## src/hdl/sadc_pkg.sv

```systemverilog
/*
  Shared constants for the converter sequencer control block: register
  offsets, field positions, reset values and timing counts.
  Assumes an APB slave with 32-bit data, one 16-bit register per word.
*/
package sadc_pkg;
  // Register byte offsets
  localparam logic [11:0] OFS_CTRL_ONE   = 12'h000;
  localparam logic [11:0] OFS_CTRL_TWO   = 12'h004;
  localparam logic [11:0] OFS_CTRL_THREE = 12'h008;
  // Control register one fields
  localparam int B_ON      = 15;
  localparam int B_SIDL    = 13;
  localparam int B_LAYOUT  = 12;
  localparam int B_XDMA    = 11;
  localparam int B_RES12   = 10;
  localparam int B_FORM    = 8;
  localparam int B_TRIG    = 4;
  localparam int B_AUTO_ACQUIRE_RESTART    = 2;
  localparam int B_ACQ     = 1;
  localparam int B_DONE    = 0;
  // Control register two fields
  localparam int B_PREF    = 14;
  localparam int B_NREF    = 13;
  localparam int B_ALIGN   = 11;
  localparam int B_SCAN    = 10;
  localparam int B_HALF    = 7;
  localparam int B_INC     = 2;
  localparam int B_SPLIT   = 1;
  localparam int B_ALTERNATING_INPUT_SELECT    = 0;
  // Control register three fields
  localparam int B_SAMC    = 8;
  localparam int B_DIV     = 0;
  // Writable masks and reset values
  localparam logic [15:0] WMASK_ONE   = 16'hBFF7;
  localparam logic [15:0] WMASK_TWO   = 16'hEC7F;
  localparam logic [15:0] WMASK_THREE = 16'h1FFF;
  localparam logic [15:0] RST_CTRL    = 16'h0000;
  // Trigger source codes
  localparam logic [3:0] TRG_SOFT   = 4'h0;
  localparam logic [3:0] TRG_EXT0   = 4'h1;
  localparam logic [3:0] TRG_TMR3   = 4'h2;
  localparam logic [3:0] TRG_CTU    = 4'h4;
  localparam logic [3:0] TRG_TMR1   = 4'h5;
  localparam logic [3:0] TRG_TMR1_S = 4'h6;
  localparam logic [3:0] TRG_AUTO   = 4'h7;
  // Timing in conversion-clock periods, and the split fill base slot
  localparam logic [4:0] SAR_TAD_10 = 5'h0C;
  localparam logic [4:0] SAR_TAD_12 = 5'h0E;
  localparam logic [4:0] SYNC_TAD   = 5'h02;
  localparam logic [4:0] SPLIT_BASE = 5'h0D;
  typedef enum logic [3:0] {
    ST_IDLE = 4'b0001,
    ST_ACQ  = 4'b0010,
    ST_CONV = 4'b0100,
    ST_SYNC = 4'b1000
  } sadc_state_e;
endpackage : sadc_pkg

```

## src/hdl/sadc_ctrl.sv

```systemverilog
/*
  Sequencer and control registers of a 10/12-bit successive-approximation
  converter: acquisition, trigger, conversion timing, result formatting,
  buffer slot, half-fill and interrupt/DMA step pacing.
  Assumes APB on clock_in, synchronous inputs and an analog front end that
  presents its raw code on sar_data_in by the end of the sync phase.
*/
// Design decisions made here: the address map and the APB interface to the registers.
// Overview of operation
// - Converter on bit enables operation; zero holds converter off.
// - Stop-when-idle halts the converter while the device is idle.
// - Layout bit picks linear buffer or channel-indexed addressing; needs extended DMA.
// - Extended DMA enable turns on extended DMA and buffer features.
// - Resolution bit picks 12-bit conversion when set, 10-bit otherwise.
// - Result layout picks signed/unsigned, left/right justified output.
// - Trigger source picks software, external, timers, charge unit or automatic end.
// - Auto restart sets the acquire bit right after each conversion.
// - Acquire bit reads one while sampling; software and hardware change it.
// - Finished flag sets on completion, zero while running, software clears.
// - Positive reference field selects external reference or analog supply.
// - Negative reference bit selects external reference or analog ground.
// - Channel-aligned results store by channel; otherwise buffer is a FIFO.
// - Scan enable scans the positive input for the first sample set.
// - Half-fill shows which half of the built-in buffer is filling.
// - In extended buffer mode half-fill shows which destination half fills.
// - Indirect DMA mode steps the address every Nth conversion.
// - Extended buffer mode resets the DMA offset every Nth conversion.
// - Without extended DMA the interrupt fires every Nth conversion.
// - Conversion takes 12 periods at 10 bits, 14 at 12 bits.
// - Each conversion adds a synchronisation delay of 1.5 to 2.5 periods.
// - Conversion period is an integer multiple of the instruction cycle.
// - Divider value plus one gives the period in instruction cycles.
// - Auto acquire time sets automatic sampling length, 0 to 31 periods.
// - Split fill alternates start at slot zero and slot thirteen per interrupt.
// - Alternating select swaps first and second inputs on successive samples.
`timescale 1ns/1ps
module sadc_ctrl
  import sadc_pkg::*;
(
  input  wire logic        clock_in,
  input  wire logic        resetn_in,
  input  wire logic        psel_in,
  input  wire logic        penable_in,
  input  wire logic        pwrite_in,
  input  wire logic [11:0] paddr_in,
  input  wire logic [31:0] pwdata_in,
  output logic      [31:0] prdata_out,
  output logic             pready_out,
  output logic             pslverr_out,
  input  wire logic        idle_mode_in,
  input  wire logic        sleep_mode_in,
  input  wire logic        trig_ext0_in,
  input  wire logic        trig_timer3_in,
  input  wire logic        trig_charge_in,
  input  wire logic        trig_timer1_in,
  input  wire logic [4:0]  channel_in,
  input  wire logic [11:0] sar_data_in,
  output logic             sampling_out,
  output logic             converting_out,
  output logic [15:0]      result_out,
  output logic [4:0]       result_slot_out,
  output logic             result_valid_out,
  output logic             conv_irq_out,
  output logic             dma_step_out,
  output logic             dma_offset_reset_out,
  output logic [1:0]       pos_ref_select_out,
  output logic             neg_ref_select_out,
  output logic             scan_enable_out,
  output logic             sample_b_select_out
);
  // Result layout: left-justify first, derive both signed forms from it; unsigned right form comes from raw
  function automatic logic [15:0] fmt(input logic [11:0] raw, input logic res12, input logic [1:0] form);
    logic [15:0] lj;
    logic [15:0] sf;
    lj = res12 ? {raw, 4'h0} : {raw[9:0], 6'h00};
    sf = {~lj[15], lj[14:0]};
    unique case (form)
      2'h3:    fmt = sf;
      2'h2:    fmt = lj;
      2'h1:    fmt = res12 ? 16'($signed(sf) >>> 4) : 16'($signed(sf) >>> 6);
      default: fmt = res12 ? {4'h0, raw} : {6'h00, raw[9:0]};
    endcase
  endfunction : fmt

  logic [15:0] ctrl_one;
  logic [15:0] ctrl_two;
  logic [15:0] ctrl_three;
  sadc_state_e state;
  sadc_state_e next_state;
  logic [7:0]  tad_cnt;
  logic [4:0]  ph_cnt;
  logic [4:0]  sample_cnt;
  logic [4:0]  fill_base;
  logic        alt_b;

  // Field views
  wire         f_on     = ctrl_one[B_ON];
  wire         f_xdma   = ctrl_one[B_XDMA];
  wire         f_lin    = ctrl_one[B_LAYOUT] & f_xdma; // layout only counts with extended DMA
  wire         f_res12  = ctrl_one[B_RES12];
  wire [1:0]   f_form   = ctrl_one[B_FORM+:2];
  wire [3:0]   f_trig   = ctrl_one[B_TRIG+:4];
  wire         f_auto_acquire_restart   = ctrl_one[B_AUTO_ACQUIRE_RESTART];
  wire         f_acq    = ctrl_one[B_ACQ];
  wire         f_done   = ctrl_one[B_DONE];
  wire [4:0]   f_inc    = ctrl_two[B_INC+:5];
  wire [4:0]   f_samc   = ctrl_three[B_SAMC+:5];
  wire [7:0]   f_div    = ctrl_three[B_DIV+:8];

  // Bus decode; the slave answers one cycle after setup
  wire         setup    = psel_in & ~penable_in;
  wire         wr_go    = psel_in & penable_in & pready_out & pwrite_in;
  wire         hit_one  = paddr_in == OFS_CTRL_ONE;
  wire         hit_two  = paddr_in == OFS_CTRL_TWO;
  wire         hit_thr  = paddr_in == OFS_CTRL_THREE;
  wire         unmapped = ~(hit_one | hit_two | hit_thr);
  wire         wr_one   = wr_go & hit_one;
  wire [15:0]  wdat     = pwdata_in[15:0];
  wire         half_now = f_lin ? (sample_cnt >= 5'((f_inc + 5'h01) >> 1))
                                : (fill_base == SPLIT_BASE);
  wire [15:0]  rd_two   = {ctrl_two[15:8], half_now, ctrl_two[6:0]};
  wire [15:0]  rd_mux   = hit_one ? ctrl_one : hit_two ? rd_two : hit_thr ? ctrl_three : 16'h0000;

  // Sequencing conditions
  wire         running  = f_on & ~(idle_mode_in & ctrl_one[B_SIDL]);
  wire [4:0]   sar_len  = f_res12 ? SAR_TAD_12 : SAR_TAD_10;
  wire         tad_tick = tad_cnt == f_div;
  wire         auto_end = ph_cnt == f_samc;
  wire         trig_hit = (f_trig == TRG_EXT0   & trig_ext0_in)
                        | (f_trig == TRG_TMR3   & trig_timer3_in)
                        | (f_trig == TRG_CTU    & trig_charge_in)
                        | (f_trig == TRG_TMR1   & trig_timer1_in & ~sleep_mode_in)
                        | (f_trig == TRG_TMR1_S & trig_timer1_in)
                        | (f_trig == TRG_AUTO   & auto_end);
  wire         in_acq   = state == ST_ACQ;
  wire         conv_go  = in_acq & running & (f_trig == TRG_SOFT ? ~f_acq : trig_hit);
  wire         complete = state == ST_SYNC & running & tad_tick & ph_cnt == SYNC_TAD - 5'h01;
  wire         group    = complete & sample_cnt == f_inc;
  wire [4:0]   slot     = ctrl_two[B_ALIGN] ? channel_in : 5'(fill_base + sample_cnt);

  // Next state of the acquire, convert, sync sequence
  always_comb begin
    next_state = state;
    unique case (state)
      ST_IDLE: if (running & f_acq) next_state = ST_ACQ;
      ST_ACQ: begin
        if (!running) next_state = ST_IDLE;
        else if (conv_go) next_state = ST_CONV;
        else if (!f_acq) next_state = ST_IDLE;
      end
      ST_CONV: begin
        if (!running) next_state = ST_IDLE;
        else if (tad_tick && ph_cnt == sar_len - 5'h01) next_state = ST_SYNC;
      end
      ST_SYNC: begin
        if (!running) next_state = ST_IDLE;
        else if (complete) next_state = f_auto_acquire_restart ? ST_ACQ : ST_IDLE;
      end
    endcase
  end

  // Bus answer registers
  always_ff @(posedge clock_in) begin
    if (!resetn_in) begin
      pready_out  <= 1'b0;
      pslverr_out <= 1'b0;
      prdata_out  <= 32'h0000_0000;
    end else begin
      pready_out  <= setup;
      pslverr_out <= setup & unmapped;
      if (setup && !pwrite_in) prdata_out <= {16'h0000, rd_mux};
    end
  end

  // Control registers; hardware set of acquire and finished wins over clear
  always_ff @(posedge clock_in) begin
    if (!resetn_in) begin
      ctrl_one   <= RST_CTRL;
      ctrl_two   <= RST_CTRL;
      ctrl_three <= RST_CTRL;
    end else begin
      if (wr_one) ctrl_one[15:1] <= wdat[15:1] & WMASK_ONE[15:1];
      if (wr_one && !wdat[B_DONE]) ctrl_one[B_DONE] <= 1'b0;       // clear only
      if (wr_go && hit_two) ctrl_two <= wdat & WMASK_TWO;
      if (wr_go && hit_thr) ctrl_three <= wdat & WMASK_THREE;
      if (conv_go) ctrl_one[B_ACQ] <= 1'b0;                         // hold starts
      if (conv_go) ctrl_one[B_DONE] <= 1'b0;
      if (complete && f_auto_acquire_restart) ctrl_one[B_ACQ] <= 1'b1;
      if (complete) ctrl_one[B_DONE] <= 1'b1;
    end
  end

  // Period divider and phase counter restart on every phase change
  always_ff @(posedge clock_in) begin
    if (!resetn_in) begin
      state   <= ST_IDLE;
      tad_cnt <= 8'h00;
      ph_cnt  <= 5'h00;
    end else begin
      state   <= next_state;
      tad_cnt <= (next_state != state || tad_tick) ? 8'h00 : tad_cnt + 8'h01;
      if (next_state != state) ph_cnt <= 5'h00;
      else if (tad_tick && ph_cnt != 5'h1F) ph_cnt <= ph_cnt + 5'h01;
    end
  end

  // Sample grouping, fill half and alternate input tracking
  always_ff @(posedge clock_in) begin
    if (!resetn_in) begin
      sample_cnt <= 5'h00;
      fill_base  <= 5'h00;
      alt_b      <= 1'b0;
    end else begin
      if (group) sample_cnt <= 5'h00;
      else if (complete) sample_cnt <= sample_cnt + 5'h01;
      if (!ctrl_two[B_SPLIT] || f_xdma) fill_base <= 5'h00;
      else if (group) fill_base <= (fill_base == 5'h00) ? SPLIT_BASE : 5'h00;
      if (!ctrl_two[B_ALTERNATING_INPUT_SELECT]) alt_b <= 1'b0;
      else if (complete) alt_b <= ~alt_b;
    end
  end

  // Result and pacing outputs, all registered
  always_ff @(posedge clock_in) begin
    if (!resetn_in) begin
      result_out           <= 16'h0000;
      result_slot_out      <= 5'h00;
      result_valid_out     <= 1'b0;
      conv_irq_out         <= 1'b0;
      dma_step_out         <= 1'b0;
      dma_offset_reset_out <= 1'b0;
    end else begin
      result_valid_out     <= complete;
      conv_irq_out         <= group & ~f_xdma;
      dma_step_out         <= group & f_xdma & ~f_lin;
      dma_offset_reset_out <= group & f_lin;
      if (complete) begin
        result_out      <= fmt(sar_data_in, f_res12, f_form);
        result_slot_out <= slot;
      end
    end
  end

  // Front-end steering
  always_ff @(posedge clock_in) begin
    if (!resetn_in) begin
      sampling_out        <= 1'b0;
      converting_out      <= 1'b0;
      pos_ref_select_out  <= 2'h0;
      neg_ref_select_out  <= 1'b0;
      scan_enable_out     <= 1'b0;
      sample_b_select_out <= 1'b0;
    end else begin
      sampling_out        <= next_state == ST_ACQ;
      converting_out      <= next_state == ST_CONV;
      pos_ref_select_out  <= ctrl_two[B_PREF+:2];
      neg_ref_select_out  <= ctrl_two[B_NREF];
      scan_enable_out     <= ctrl_two[B_SCAN] & ~alt_b;
      sample_b_select_out <= alt_b;
    end
  end

  // Checks: helper counts clock cycles spent converting
  logic [12:0] conv_cyc;
  always_ff @(posedge clock_in) begin
    if (!resetn_in) conv_cyc <= 13'h0000;
    else conv_cyc <= (state == ST_CONV) ? conv_cyc + 13'h0001 : 13'h0000;
  end
endmodule : sadc_ctrl

```

## config.mk

```make
export PLATFORM = sky130hd
export DESIGN_NAME = sadc_ctrl
export DESIGN_NICKNAME = d
export VERILOG_FILES = /design/src/hdl/sadc_pkg.sv /design/src/hdl/sadc_ctrl.sv
export SDC_FILE = /design/constraint.sdc
export NUM_CORES = 1
export LEC_CHECK = 0
export BUFFER_PORTS_ARGS = -buffer_cell sky130_fd_sc_hd__buf_2
export CAP_MARGIN = 10
export CORE_MARGIN = 5
export CORE_UTILIZATION = 25
export CTS_BUF_LIST = sky130_fd_sc_hd__clkbuf_8
export DETAILED_ROUTE_END_ITERATION = 7
export RECOVER_POWER = 50
export SLEW_MARGIN = 15
export SYNTH_ARGS = -nofsm -noshare
export SYNTH_HDL_FRONTEND = slang
export SYNTH_SLANG_ARGS = --single-unit
```

## constraint.sdc

```tcl
create_clock -name clock_in -period 5.55 [get_ports clock_in]
set_clock_uncertainty 0.15 [all_clocks]
set_input_delay 1.11 -clock clock_in [delete_from_list [all_inputs] [get_ports clock_in]]
set_output_delay 1.11 -clock clock_in [all_outputs]
set_load 0.05 [all_outputs]
```

# Word level (Yosys, flattened, before mapping)
# Cells that the tools add are included.
[totals] reg_bits=117 latch_bits=0 rom_bits=0 mem_bits_rw=0 elab_cells=153 n_memories=0
[op_classes] n_bitwise=45 reduce_logical=22 n_eq_ne=25 n_mux=28 mul=0 n_addsub=6 n_lt_le_gt_ge=1 div=0 n_shift=0
[ops] operator="16-bit two-way mux" n=3
[ops] operator="16-bit case mux with 3 select lines" n=1
[ops] operator="4-bit two-way mux" n=9
[ops] operator="1-bit bitwise AND" n=28
[ops] operator="4-bit by 3-bit equality test with 1-bit output, second input constant" n=6
[ops] operator="4-bit case mux with 4 select lines" n=1
[ops] operator="5-bit by 1-bit adder with 5-bit output, second input constant" n=3
[ops] operator="5-bit equality test" n=3
[ops] operator="13-bit two-way mux" n=1
[ops] operator="12-bit by 3-bit equality test with 1-bit output, second input constant" n=1
[ops] operator="12-bit by 4-bit equality test with 1-bit output, second input constant" n=1
[ops] operator="4-bit by 2-bit equality test with 1-bit output, second input constant" n=3
[ops] operator="12-bit zero test" n=1
[ops] operator="12-bit two-way mux" n=1
[ops] operator="11-bit two-way mux" n=1
[ops] operator="1-bit inverter" n=10
[ops] operator="8-bit by 1-bit adder with 8-bit output, second input constant" n=1
[ops] operator="4-bit by 1-bit equality test with 1-bit output, second input constant" n=2
[ops] operator="8-bit equality test" n=1
[ops] operator="1-bit two-way mux" n=8
[ops] operator="2-bit OR reduction" n=4
[ops] operator="1-bit logical AND" n=7
[ops] operator="1-bit OR" n=7
[ops] operator="3-bit nonzero test" n=2
[ops] operator="17 further kinds" n=22

# Depth between registers and ports, before layout
# Gate-level depths: netlist of run 1.
[logic_depth] word_depth=15 ltp_mapped=9 depth_no_buf=9

# Worst setup path after synthesis of run 1
# OpenSTA, ideal clock, no wires.
[synth_path] kind="input -> register" from="input paddr_in[7]" to="register ctrl_two[10]" arrival_ns=2.423 cell_stages=8 setup_ns=0.070 slack_ns=2.907 path_buffers=2 cell_sequence="nor4_1 nand3_1 clkbuf_1 nor2_1 and3_1 buf_2 nand2_1 a21oi_1"
[synth_between] elab_chain_len=2
[synth_lines] element="start: declaration" line_no="sadc_ctrl.sv:45" source="input wire logic [11:0] paddr_in,"
[synth_lines] element="12-bit by 3-bit equality test with 1-bit output" line_no="sadc_ctrl.sv:114" source="wire hit_two = paddr_in == OFS_CTRL_TWO;"
[synth_lines] element="1-bit logical AND" line_no="sadc_ctrl.sv:184" source="if (wr_go && hit_two) ctrl_two <= wdat & WMASK_TWO;"
[synth_lines] element="end signal: assignment" line_no="sadc_ctrl.sv:184"
[synth_lines] element="end: declaration" line_no="sadc_ctrl.sv:86" source="logic [15:0] ctrl_two;"
# Every way passes these cells.
# A chain may end at the register's enable or synchronous reset.

# Worst setup path after layout of run 1
[layout_path] from="input resetn_in" to="register result_valid_out"
[layout_lines] element="start: declaration" line_no="sadc_ctrl.sv:41" source="input wire logic resetn_in,"
[layout_lines] element="end signal: assignment" line_no="sadc_ctrl.sv:233" source="result_valid_out <= complete;"
[layout_lines] element="end: declaration" line_no="sadc_ctrl.sv:62" source="output logic result_valid_out,"
# No word-level cell between the ends.

==> run summary, run 1 <==
Max VDD drop -> 115.8 uV
Largest net degree at the start of global routing -> 52
First-pass GRT wire length -> 25810 um
Minimum clock period -> 4039 ps
Final Worst Setup Slack -> 1511 ps
Hpwl dp -> 11990 um
Syn. warnings -> 0
CTS H-tree lvls -> 4
First-pass DRT Iterations -> 5
Total negative slack -> 0 ps
Most frequent cells in the layout -> 113 x dfxtp_1, 112 x nand2_1, 86 x a21oi_1, 77 x nor2_1, 54 x buf_2
Most used DFF post-synth -> dfxtp_1
Syn avg cell area -> 8.137 um2
Clock Pin Slew Worst Setup and Hold Paths -> 70 ps
Clock tree buffer depth -> 2
Drt total wl -> 16250 um
Failing checks -> max-capacitance violations, max-slew violations
Worst hold path class -> reg -> reg
PostCTS Resize Cnt -> 0
Via Count -> 4929
Final setup viols -> 0
Crit Reg-Reg Startpoint -> ctrl_one[15]
Layout area overhead -> 17.62%
TritonCTS clock tree -> yes
Leak -> 2.367 nW
DRC Markers -> 0
Post-synthesis cell area -> 5574 um2
Launch point of the worst path -> resetn_in
Final ANT Viol Nets -> 0
Initial antenna violation count -> 1
WP data required -> 5660 ps
Num ports -> 138
Std cell rows -> 54
Ratio of cells with drive above 1 in the final layout -> 0.1295
Status -> complete, but fails checks
Seq/Total Area, Yosys -> 0.4058
Worst-Margin Slew -> 1733 ps
Asr flop ratio synth -> 0
Setup bufs post-CTS -> 0
Final #Nets -> 854
Vias in the first global route -> 4662
Total GRT Usage -> 0.1260
Post-DR wirelength/cell -> 15.30 um
Cell count after synthesis -> 685
HP Start -> result_out[3]
CORE AREA -> 21890 um2
Reg2reg end -> sampling_out
Final-report hold violation count -> 0
Unrepaired setup endpoints after global routing -> no
Initial core utilization -> 0.2546
Die Y -> 159.3 um
Synth Register Bits -> 113
Filler cells -> 2370
Startpoint Class -> input port
Critical path endpoint category -> flip-flop
Skew-Pair Late Insertion Delay -> 440 ps
Vias per cell -> 4.641
Worst R2R Setup Slack -> 2190 ps
DR iter-0 viols -> 252
Worst Path Arrival -> 4150 ps
Hold_buf cts -> 0
Most common cell after layout, fill and taps aside -> dfxtp_1
Fmax achieved -> 0.2476 GHz
CTS Sinks -> 113
Die width -> 159.3 um
Number of flops mapped to enable cells by yosys -> 0
Reg2reg path depth -> 7
Slew HR -> -0.1567
# port buffers -> 105
Synth cell types -> 56
Slew Limit Fails -> 52
Grt ovf -> 0
Power density cells -> 263.2 nW/um2
CP Class -> in -> reg
Min-Delay Endpoint -> result_out[3]
Crit path max fanout -> 51
Hold path depth -> 2
Num CTS Buffers -> 17
Clock root cell -> clkbuf_8
DIE AREA -> 25380 um2
Part of the cycle the worst path needs -> 0.7278
DP Worst Slack -> 2007 ps
Routability congestion estimate -> 0.8479
Number of max-cap violations -> 1
worst max-delay path, cell delays in order:
cell	delay, ps
clkbuf_1	370
inv_1	1390
clkbuf_1	1110
nor2_1	140
area by class of cell:
type	count	area (um2)	share of cell area
clock buffers	20	275.3	0.04198
inverters	6	22.52	0.003435
well taps	280	350.3	0.05344
flip-flops and latches	113	2262	0.3450
clock inverters	11	138.9	0.02118
diodes	2	5.005	0.0007634
multi-input cells	522	3025	0.4614
repair buffers	108	476.7	0.07271
flip-flops by register name, summed over array words and instances (netlist names), 2 cells and up:
register and flops:
ctrl_one 14, ph_cnt 5, result_slot_out 5, ctrl_three 13
result_out 16, prdata_out 16, state 4, sample_cnt 5
pos_ref_select_out 2, ctrl_two 12, tad_cnt 8
where the power goes:
group	switching (W)	internal, W
Clock	0.000340	0.000473
Combinational	0.0000688	0.0000267
Sequential	0.00000388	0.000813
Total	0.000413	0.00131
routing by layer:
| layer | vias up | wire length (um) | part of all wire | GRT usage |
|---|---|---|---|---|
| met1 | 2291 | 7520 | 0.46 | 0.1642 |
| met2 | 133 | 7368 | 0.45 | 0.1988 |
| met3 | 17 | 1179 | 0.073 | 0.04530 |
| met5 | - | 20 | 0.0012 | 0 |
| met4 | 2 | 162 | 0.010 | 0.03257 |
| li1 | 2486 | - | - | - |
worst max path at each step:
| stage | endpoint | slack (ps) | cells past startpoint |
|---|---|---|---|
| floorplan | ctrl_two[10] | 2910 | 8 |
| global placement | ctrl_one[0] | 2010 | 7 |
| detailed placement | ctrl_one[0] | 2010 | 7 |
| CTS | ctrl_one[0] | 2480 | 7 |
| global route | scan_enable_out | 1240 | 4 |
| finish | result_valid_out | 1510 | 4 |
cell families (layout without fill, tap and decap cells):
| group | Yosys count | in the layout | synth area share |
|---|---|---|---|
| simple gates | 291 | 291 | 0.2462 |
| compound gates | 132 | 132 | 0.1401 |
| flops | 113 | 113 | 0.4058 |
| buf+inv | 65 | 145 | 0.05948 |
| xor+xnor | 40 | 40 | 0.06285 |
| mux | 29 | 29 | 0.05342 |
| fa+ha+maj | 14 | 14 | 0.03143 |
| other cells | 1 | 18 | 0.0006728 |
Yosys cell counts, drive strengths merged, types with 2 or more instances:
cell	instances	share of area
mux2i	23	0.041
inv	6	0.0040
mux2	6	0.012
nand3b	6	0.0081
xnor2	23	0.036
nor2b	12	0.013
dfxtp	113	0.41
or2	4	0.0049
nand3	14	0.013
and3	7	0.0079
a22oi	2	0.0027
a21oi	86	0.077
a211oi	14	0.020
nor4	10	0.012
and4	3	0.0047
ha	14	0.031
a221o	2	0.0036
nor2	77	0.052
xor2	17	0.027
nand2b	3	0.0047
and2	6	0.0067
clkbuf	27	0.018
o211ai	4	0.0054
buf	32	0.037
nand4	7	0.0079
o21ai	11	0.0099
a31oi	4	0.0045
nor3b	5	0.0067
nor3	18	0.017
nand2	112	0.075
metrics by stage:
stage,area (um2),cells,hold WS (ps),total power (W),utilization
after floorplan,5630,700,277.1,0.0009041,-
after global placement,6220,1029,288.2,0.0009319,0.2841
after detailed placement,6220,1029,295.6,0.0009319,0.2841
after CTS,6634,1060,303.4,0.001751,0.3030
after global routing,6551,1060,335.8,0.001800,0.2993
final,6556,1062,304.0,0.001725,0.2995
Power figures use the tool's default switching activity.
==> run 2: changes to the inputs <==
==> constraint.sdc (replaced) <==
create_clock -name clock_in -period 4.05 [get_ports clock_in]
set_clock_uncertainty 0.15 [all_clocks]
set_input_delay 0.81 -clock clock_in [delete_from_list [all_inputs] [get_ports clock_in]]
set_output_delay 0.81 -clock clock_in [all_outputs]
set_load 0.05 [all_outputs]
==> run summary, run 2 (synthesis gave the netlist of run 1 again) <==
Leak -> 2.365 nW (was 2.367 nW)
Initial core utilization -> 0.2546 (unchanged)
Die width -> 159.3 um (unchanged)
CTS H-tree lvls -> 4 (unchanged)
CTS Sinks -> 113 (unchanged)
DIE AREA -> 25380 um2 (unchanged)
Vias in the first global route -> 4786 (was 4662)
TritonCTS clock tree -> yes (unchanged)
Final setup viols -> 0 (unchanged)
Power density cells -> 343.0 nW/um2 (was 263.2 nW/um2)
Total negative slack -> 0 ps (unchanged)
Dpl cells -> 1032 (was 1029)
Ratio of cells with drive above 1 in the final layout -> 0.1390 (was 0.1295)
Critical path endpoint category -> flip-flop (unchanged)
Fmax achieved -> 0.3782 GHz
DRC Markers -> 0 (unchanged)
Unrepaired setup endpoints after global routing -> no (unchanged)
Skew-Pair Late Insertion Delay -> 440 ps (about the same)
Drt total wl -> 15920 um (was 16250 um)
Final ANT Viol Nets -> 0 (unchanged)
Crit path max fanout -> 23 (was 51)
DR iter-0 viols -> 397 (was 252)
Critical-path cell list -> clkbuf_1 -> inv_1 -> a21oi_1 -> o311ai_0 -> nor4_1 (was clkbuf_1 -> inv_1 -> clkbuf_1 -> nor2_1)
Final #Nets -> 857 (was 854)
Sequential Power Share -> 0.498 (was 0.474)
Filler cells -> 2359 (was 2370)
Vias per cell -> 4.570 (was 4.641)
CP peak stage delay -> 600 ps (was 1390 ps)
Setup bufs post-CTS -> 0 (unchanged)
Die Y -> 159.3 um (unchanged)
Hpwl dp -> 11760 um (was 11990 um)
Worst Path Arrival -> 2830 ps (was 4150 ps)
Max VDD drop -> 154.6 uV (was 115.8 uV)
Std cell rows -> 54 (unchanged)
Final-report hold violation count -> 0 (unchanged)
Clock network power share -> 0.443 (was 0.471)
Number of max-cap violations -> 0 (was 1)
Most frequent cells in the layout -> 113 x dfxtp_1, 112 x nand2_1, 86 x a21oi_1, 77 x nor2_1, 54 x buf_2 (unchanged)
PostCTS Resize Cnt -> 0 (unchanged)
Layout Cells excl Fill -> 1065 (was 1062)
First-pass GRT wire length -> 25840 um (was 25810 um)
Pint -> 0.001649 W (was 0.001313 W)
Routability congestion estimate -> 0.8187 (was 0.8479)
Slew HR -> 0.3827 (was -0.1567)
Sw Share -> 0.2664 (was 0.2392)
Clock tree buffer depth -> 2 (unchanged)
CP Class -> in -> reg (unchanged)
Status -> complete, no violations (was complete, but fails checks)
Minimum clock period -> 2644 ps
First-pass DRT Iterations -> 4 (was 5)
Total GRT Usage -> 0.1255 (was 0.1260)
Num CTS Buffers -> 17 (unchanged)
WP data required -> 4240 ps (was 5660 ps)
Post-DR wirelength/cell -> 14.94 um (was 15.30 um)
Startpoint Class -> input port (unchanged)
Initial antenna violation count -> 1 (unchanged)
Most common cell after layout, fill and taps aside -> dfxtp_1 (unchanged)
Largest net degree at the start of global routing -> 59 (was 52)
P_sw -> 0.0005986 W (was 0.0004127 W)
Worst-Margin Slew -> 924.7 ps (was 1733 ps)
Clock Pin Slew Worst Setup and Hold Paths -> 70 ps (about the same)
Num ports -> 138 (unchanged)
Worst R2R Setup Slack -> 1410 ps (was 2190 ps)
Worst hold path class -> reg -> reg (unchanged)
Slew Limit Fails -> 0 (was 52)
Part of the cycle the worst path needs -> 0.6528
Clock root cell -> clkbuf_8 (unchanged)
# port buffers -> 105 (unchanged)
Grt ovf -> 0 (unchanged)
Logic gate share of total power -> 0.059 (was 0.055)
Top Registers -> prdata_out x16, result_out x16, ctrl_one x14 (unchanged)
Via Count -> 4867 (was 4929)
Hold_buf cts -> 0 (unchanged)
CORE AREA -> 21890 um2 (unchanged)
Layout area overhead -> 17.53% (was 17.62%)
Slowest cell on crit path -> inv_1 (unchanged)
## run 2: changes by cell type in the layout (fill, tap and decap cells not counted), sizes merged
cell / previous run / this run
buf: 55 / 60
clkbuf: 73 / 69
clkinv: 3 / 6
bufinv: 3 / 1
clkinvlp: 3 / 5
diode: 2 / 1
## run 2: worst max-delay path: cells and delay by family
family,cells,cell delay [ps]
buffers and inverters,2,1160
AO/OA/AOI/OAI,2,540
AND/OR/NAND/NOR,1,320
## run 2: through the flow
| stage | worst slack [ps] | power [W] | hold slack, ps | instance area (um2) | utilization |
|---|---|---|---|---|---|
| global route | 1171 | 0.002344 | 324.4 | 6549 | 0.2992 |
| global placement | 1127 | 0.001278 | 289.2 | 6255 | 0.2857 |
| floorplan | 1707 | 0.001239 | 277.1 | 5630 | - |
| CTS | 1415 | 0.002286 | 304.9 | 6620 | 0.3024 |
| detailed placement | 1141 | 0.001279 | 291.9 | 6255 | 0.2857 |
| finish | 1406 | 0.002247 | 305.9 | 6551 | 0.2993 |
## run 2: path summary, 6_finish.rpt
path / start / endpoint / depth (start not counted)
setup / recovery: resetn_in / sampling_out / 5
hold reg to reg: result_slot_out[2] / result_slot_out[2] / 2
hold / removal: result_slot_out[2] / result_slot_out[2] / 2
setup reg to reg: tad_cnt[0] / result_out[11] / 6
## run 2: power groups by stage
stage	Clock [W]	Sequential (W)	Combinational, W
floorplan	0	0.00115	0.0000935
global placement	0	0.00114	0.000134
detailed placement	0	0.00115	0.000134
CTS	0.00103	0.00112	0.000134
global route	0.00108	0.00112	0.000145
finish	0.000995	0.00112	0.000133
## run 2: routing by layer
metal / track usage / up-vias / wire [um] / part of all wire
li1: - / 2494 / - / -
met1: 0.1684 / 2225 / 7453 / 0.47
met2: 0.1930 / 134 / 7174 / 0.45
met3: 0.04349 / 12 / 1127 / 0.071
met4: 0.03296 / 2 / 150 / 0.0094
met5: 0 / - / 10 / 0.00063
## run 2: area by class of cell
cell class              instances  area, um2  area share
clock buffers                  18      247.7     0.03782
repair buffers                111      519.2     0.07926
flip-flops and latches        113       2262      0.3453
clock inverters                14      117.6     0.01795
multi-input cells             522       3029      0.4624
well taps                     280      350.3     0.05348
diodes                          1      2.502   0.0003820
inverters                       6      22.52    0.003438
==> run 3: changes to the inputs <==
==> constraint.sdc (replaced) <==
create_clock -name clock_in -period 2.45 [get_ports clock_in]
set_clock_uncertainty 0.15 [all_clocks]
set_input_delay 0.49 -clock clock_in [delete_from_list [all_inputs] [get_ports clock_in]]
set_output_delay 0.49 -clock clock_in [all_outputs]
set_load 0.05 [all_outputs]
==> run summary, run 3 (synthesis gave the netlist of run 1 again) <==
DIE AREA -> 25380 um2 (unchanged)
CORE AREA -> 21890 um2 (unchanged)
Final ANT Viol Nets -> 0 (unchanged)
CTS Sinks -> 113 (unchanged)
Final setup viols -> 0 (unchanged)
Top Registers -> prdata_out x16, result_out x16, ctrl_one x14 (unchanged)
Slew HR -> 0.4376 (was 0.3827)
Part of the cycle the worst path needs -> 0.9277
CTS H-tree lvls -> 4 (unchanged)
Status -> complete, no violations (unchanged)
Via Count -> 4998 (was 4867)
Slowest cell on crit path -> or3_1 (was inv_1)
Total negative slack -> 0 ps (unchanged)
FF+latch area -> 2262 um2 (unchanged)
Hpwl dp -> 12260 um (was 11760 um)
Crit-path leading delay family -> simple AND/OR/NAND/NOR gates (was buffers and inverters)
Power density cells -> 587.3 nW/um2 (was 343.0 nW/um2)
DR iter-0 viols -> 334 (was 397)
Max VDD drop -> 246.7 uV (was 154.6 uV)
Num ports -> 138 (unchanged)
Vias in the first global route -> 4760 (was 4786)
Minimum clock period -> 2273 ps
Std cell rows -> 54 (unchanged)
Hold_buf cts -> 0 (unchanged)
Final core utilization -> 0.3112 (was 0.2993)
Leak -> 2.523 nW (was 2.365 nW)
Layout area overhead -> 22.22% (was 17.53%)
Largest net degree at the start of global routing -> 42 (was 59)
Most common cell after layout, fill and taps aside -> dfxtp_1 (unchanged)
Final Worst Setup Slack -> 177.2 ps (was 1406 ps)
Number of max-cap violations -> 0 (unchanged)
Initial antenna violation count -> 0 (was 1)
CP bufs+invs -> 1 (was 2)
CP Class -> reg -> reg (was in -> reg)
Unrepaired setup endpoints after global routing -> no (unchanged)
Die Y -> 159.3 um (unchanged)
Critical-path cell list -> xnor2_1 -> nand4_1 -> or2_4 -> or3_1 -> buf_12 -> a2111oi_2 -> nor3_1 (was clkbuf_1 -> inv_1 -> a21oi_1 -> o311ai_0 -> nor4_1)
TritonCTS clock tree -> yes (unchanged)
Initial core utilization -> 0.2546 (unchanged)
Final #Nets -> 879 (was 857)
DRC Markers -> 0 (unchanged)
Fmax achieved -> 0.4400 GHz
Most frequent cells in the layout -> 113 x dfxtp_1, 112 x nand2_1, 86 x a21oi_1, 77 x nor2_1, 58 x buf_2 (was 113 x dfxtp_1, 112 x nand2_1, 86 x a21oi_1, 77 x nor2_1, 54 x buf_2)
Worst Path Arrival -> 2440 ps (was 2830 ps)
Clock Pin Slew Worst Setup and Hold Paths -> 70 ps (about the same)
First-pass GRT wire length -> 25700 um (was 25840 um)
Die width -> 159.3 um (unchanged)
Area of the multi-input gates -> 3044 um2 (was 3029 um2)
CP peak stage delay -> 430 ps (was 600 ps)
Clock root cell -> clkbuf_8 (unchanged)
Slew Limit Fails -> 0 (unchanged)
Antenna Cells -> 0 (was 1)
Ratio of cells with drive above 1 in the final layout -> 0.1687 (was 0.1390)
Drt total wl -> 16250 um (was 15920 um)
Total GRT Usage -> 0.1264 (was 0.1255)
Vias per cell -> 4.602 (was 4.570)
Startpoint Class -> flip-flop (was input port)
Clock tree buffer depth -> 2 (unchanged)
Crit path max fanout -> 18 (was 23)
# port buffers -> 105 (unchanged)
Final-report hold violation count -> 0 (unchanged)
Final Power -> 0.004001 W (was 0.002247 W)
Hold Worst Slack -> 118.4 ps (was 305.9 ps)
WP data required -> 2620 ps (was 4240 ps)
Skew-Pair Late Insertion Delay -> 440 ps (about the same)
DP Worst Slack -> 61.89 ps (was 1141 ps)
First-pass DRT Iterations -> 5 (was 4)
Filler cells -> 2403 (was 2359)
Critical path endpoint category -> flip-flop (unchanged)
Setup bufs post-CTS -> 0 (unchanged)
Routability congestion estimate -> 0.8181 (was 0.8187)
Post-DR wirelength/cell -> 14.97 um (was 14.94 um)
Num CTS Buffers -> 17 (unchanged)
Grt ovf -> 0 (unchanged)
Worst-Margin Slew -> 843.6 ps (was 924.7 ps)
Worst hold path class -> in -> reg (was reg -> reg)
PostCTS Resize Cnt -> 0 (unchanged)
==> run 3: cell count changes in the layout (fill, tap and decap cells not counted), moves of 2 or more <==
cell | before | now
buf_12 | 1 | 3
buf_2 | 54 | 58
buf_4 | 5 | 22
bufinv_16 | 1 | 4
clkbuf_1 | 51 | 48
clkbuf_2 | 0 | 2
==> run 3: final timing paths <==
check,end,slack (ps),start,cells past startpoint
setup reg to reg,result_out[11],180,tad_cnt[1],7
setup / recovery,result_out[11],180,tad_cnt[1],7
hold / removal,pready_out,120,penable_in,2
hold reg to reg,result_out[3],300,result_out[3],2
==> run 3: cell type report <==
cell class              instances  share of cell area
multi-input cells             522              0.4468
clock buffers                  17             0.03434
clock inverters                15             0.02847
well taps                     280             0.05142
flip-flops and latches        113              0.3320
repair buffers                133              0.1036
inverters                       6            0.003306
==> run 3: report_power, final <==
part           leakage [nW]  switching [W]  internal [W]
sequential            0.911     0.00000980       0.00184
combinational          1.41       0.000157     0.0000663
clock                 0.205       0.000828       0.00110
total                  2.52       0.000995       0.00301
==> run 3: metal layers <==
| metal | vias to the layer above | track usage | routed length (um) | share of wire |
|---|---|---|---|---|
| met5 | - | 0 | 0 | 0 |
| met4 | 0 | 0.04226 | 248 | 0.015 |
| met3 | 19 | 0.04271 | 1049 | 0.065 |
| met2 | 142 | 0.1930 | 7301 | 0.45 |
| met1 | 2301 | 0.1676 | 7654 | 0.47 |
| li1 | 2536 | - | - | - |
==> run 3: per-stage QoR <==
step	instance area (um2)	cells
2_1_floorplan	5630	700
3_3_place_gp	6457	1054
3_5_place_dp	6457	1054
5_1_grt	6813	1086
6_report	6813	1086
4_1_cts	6885	1086
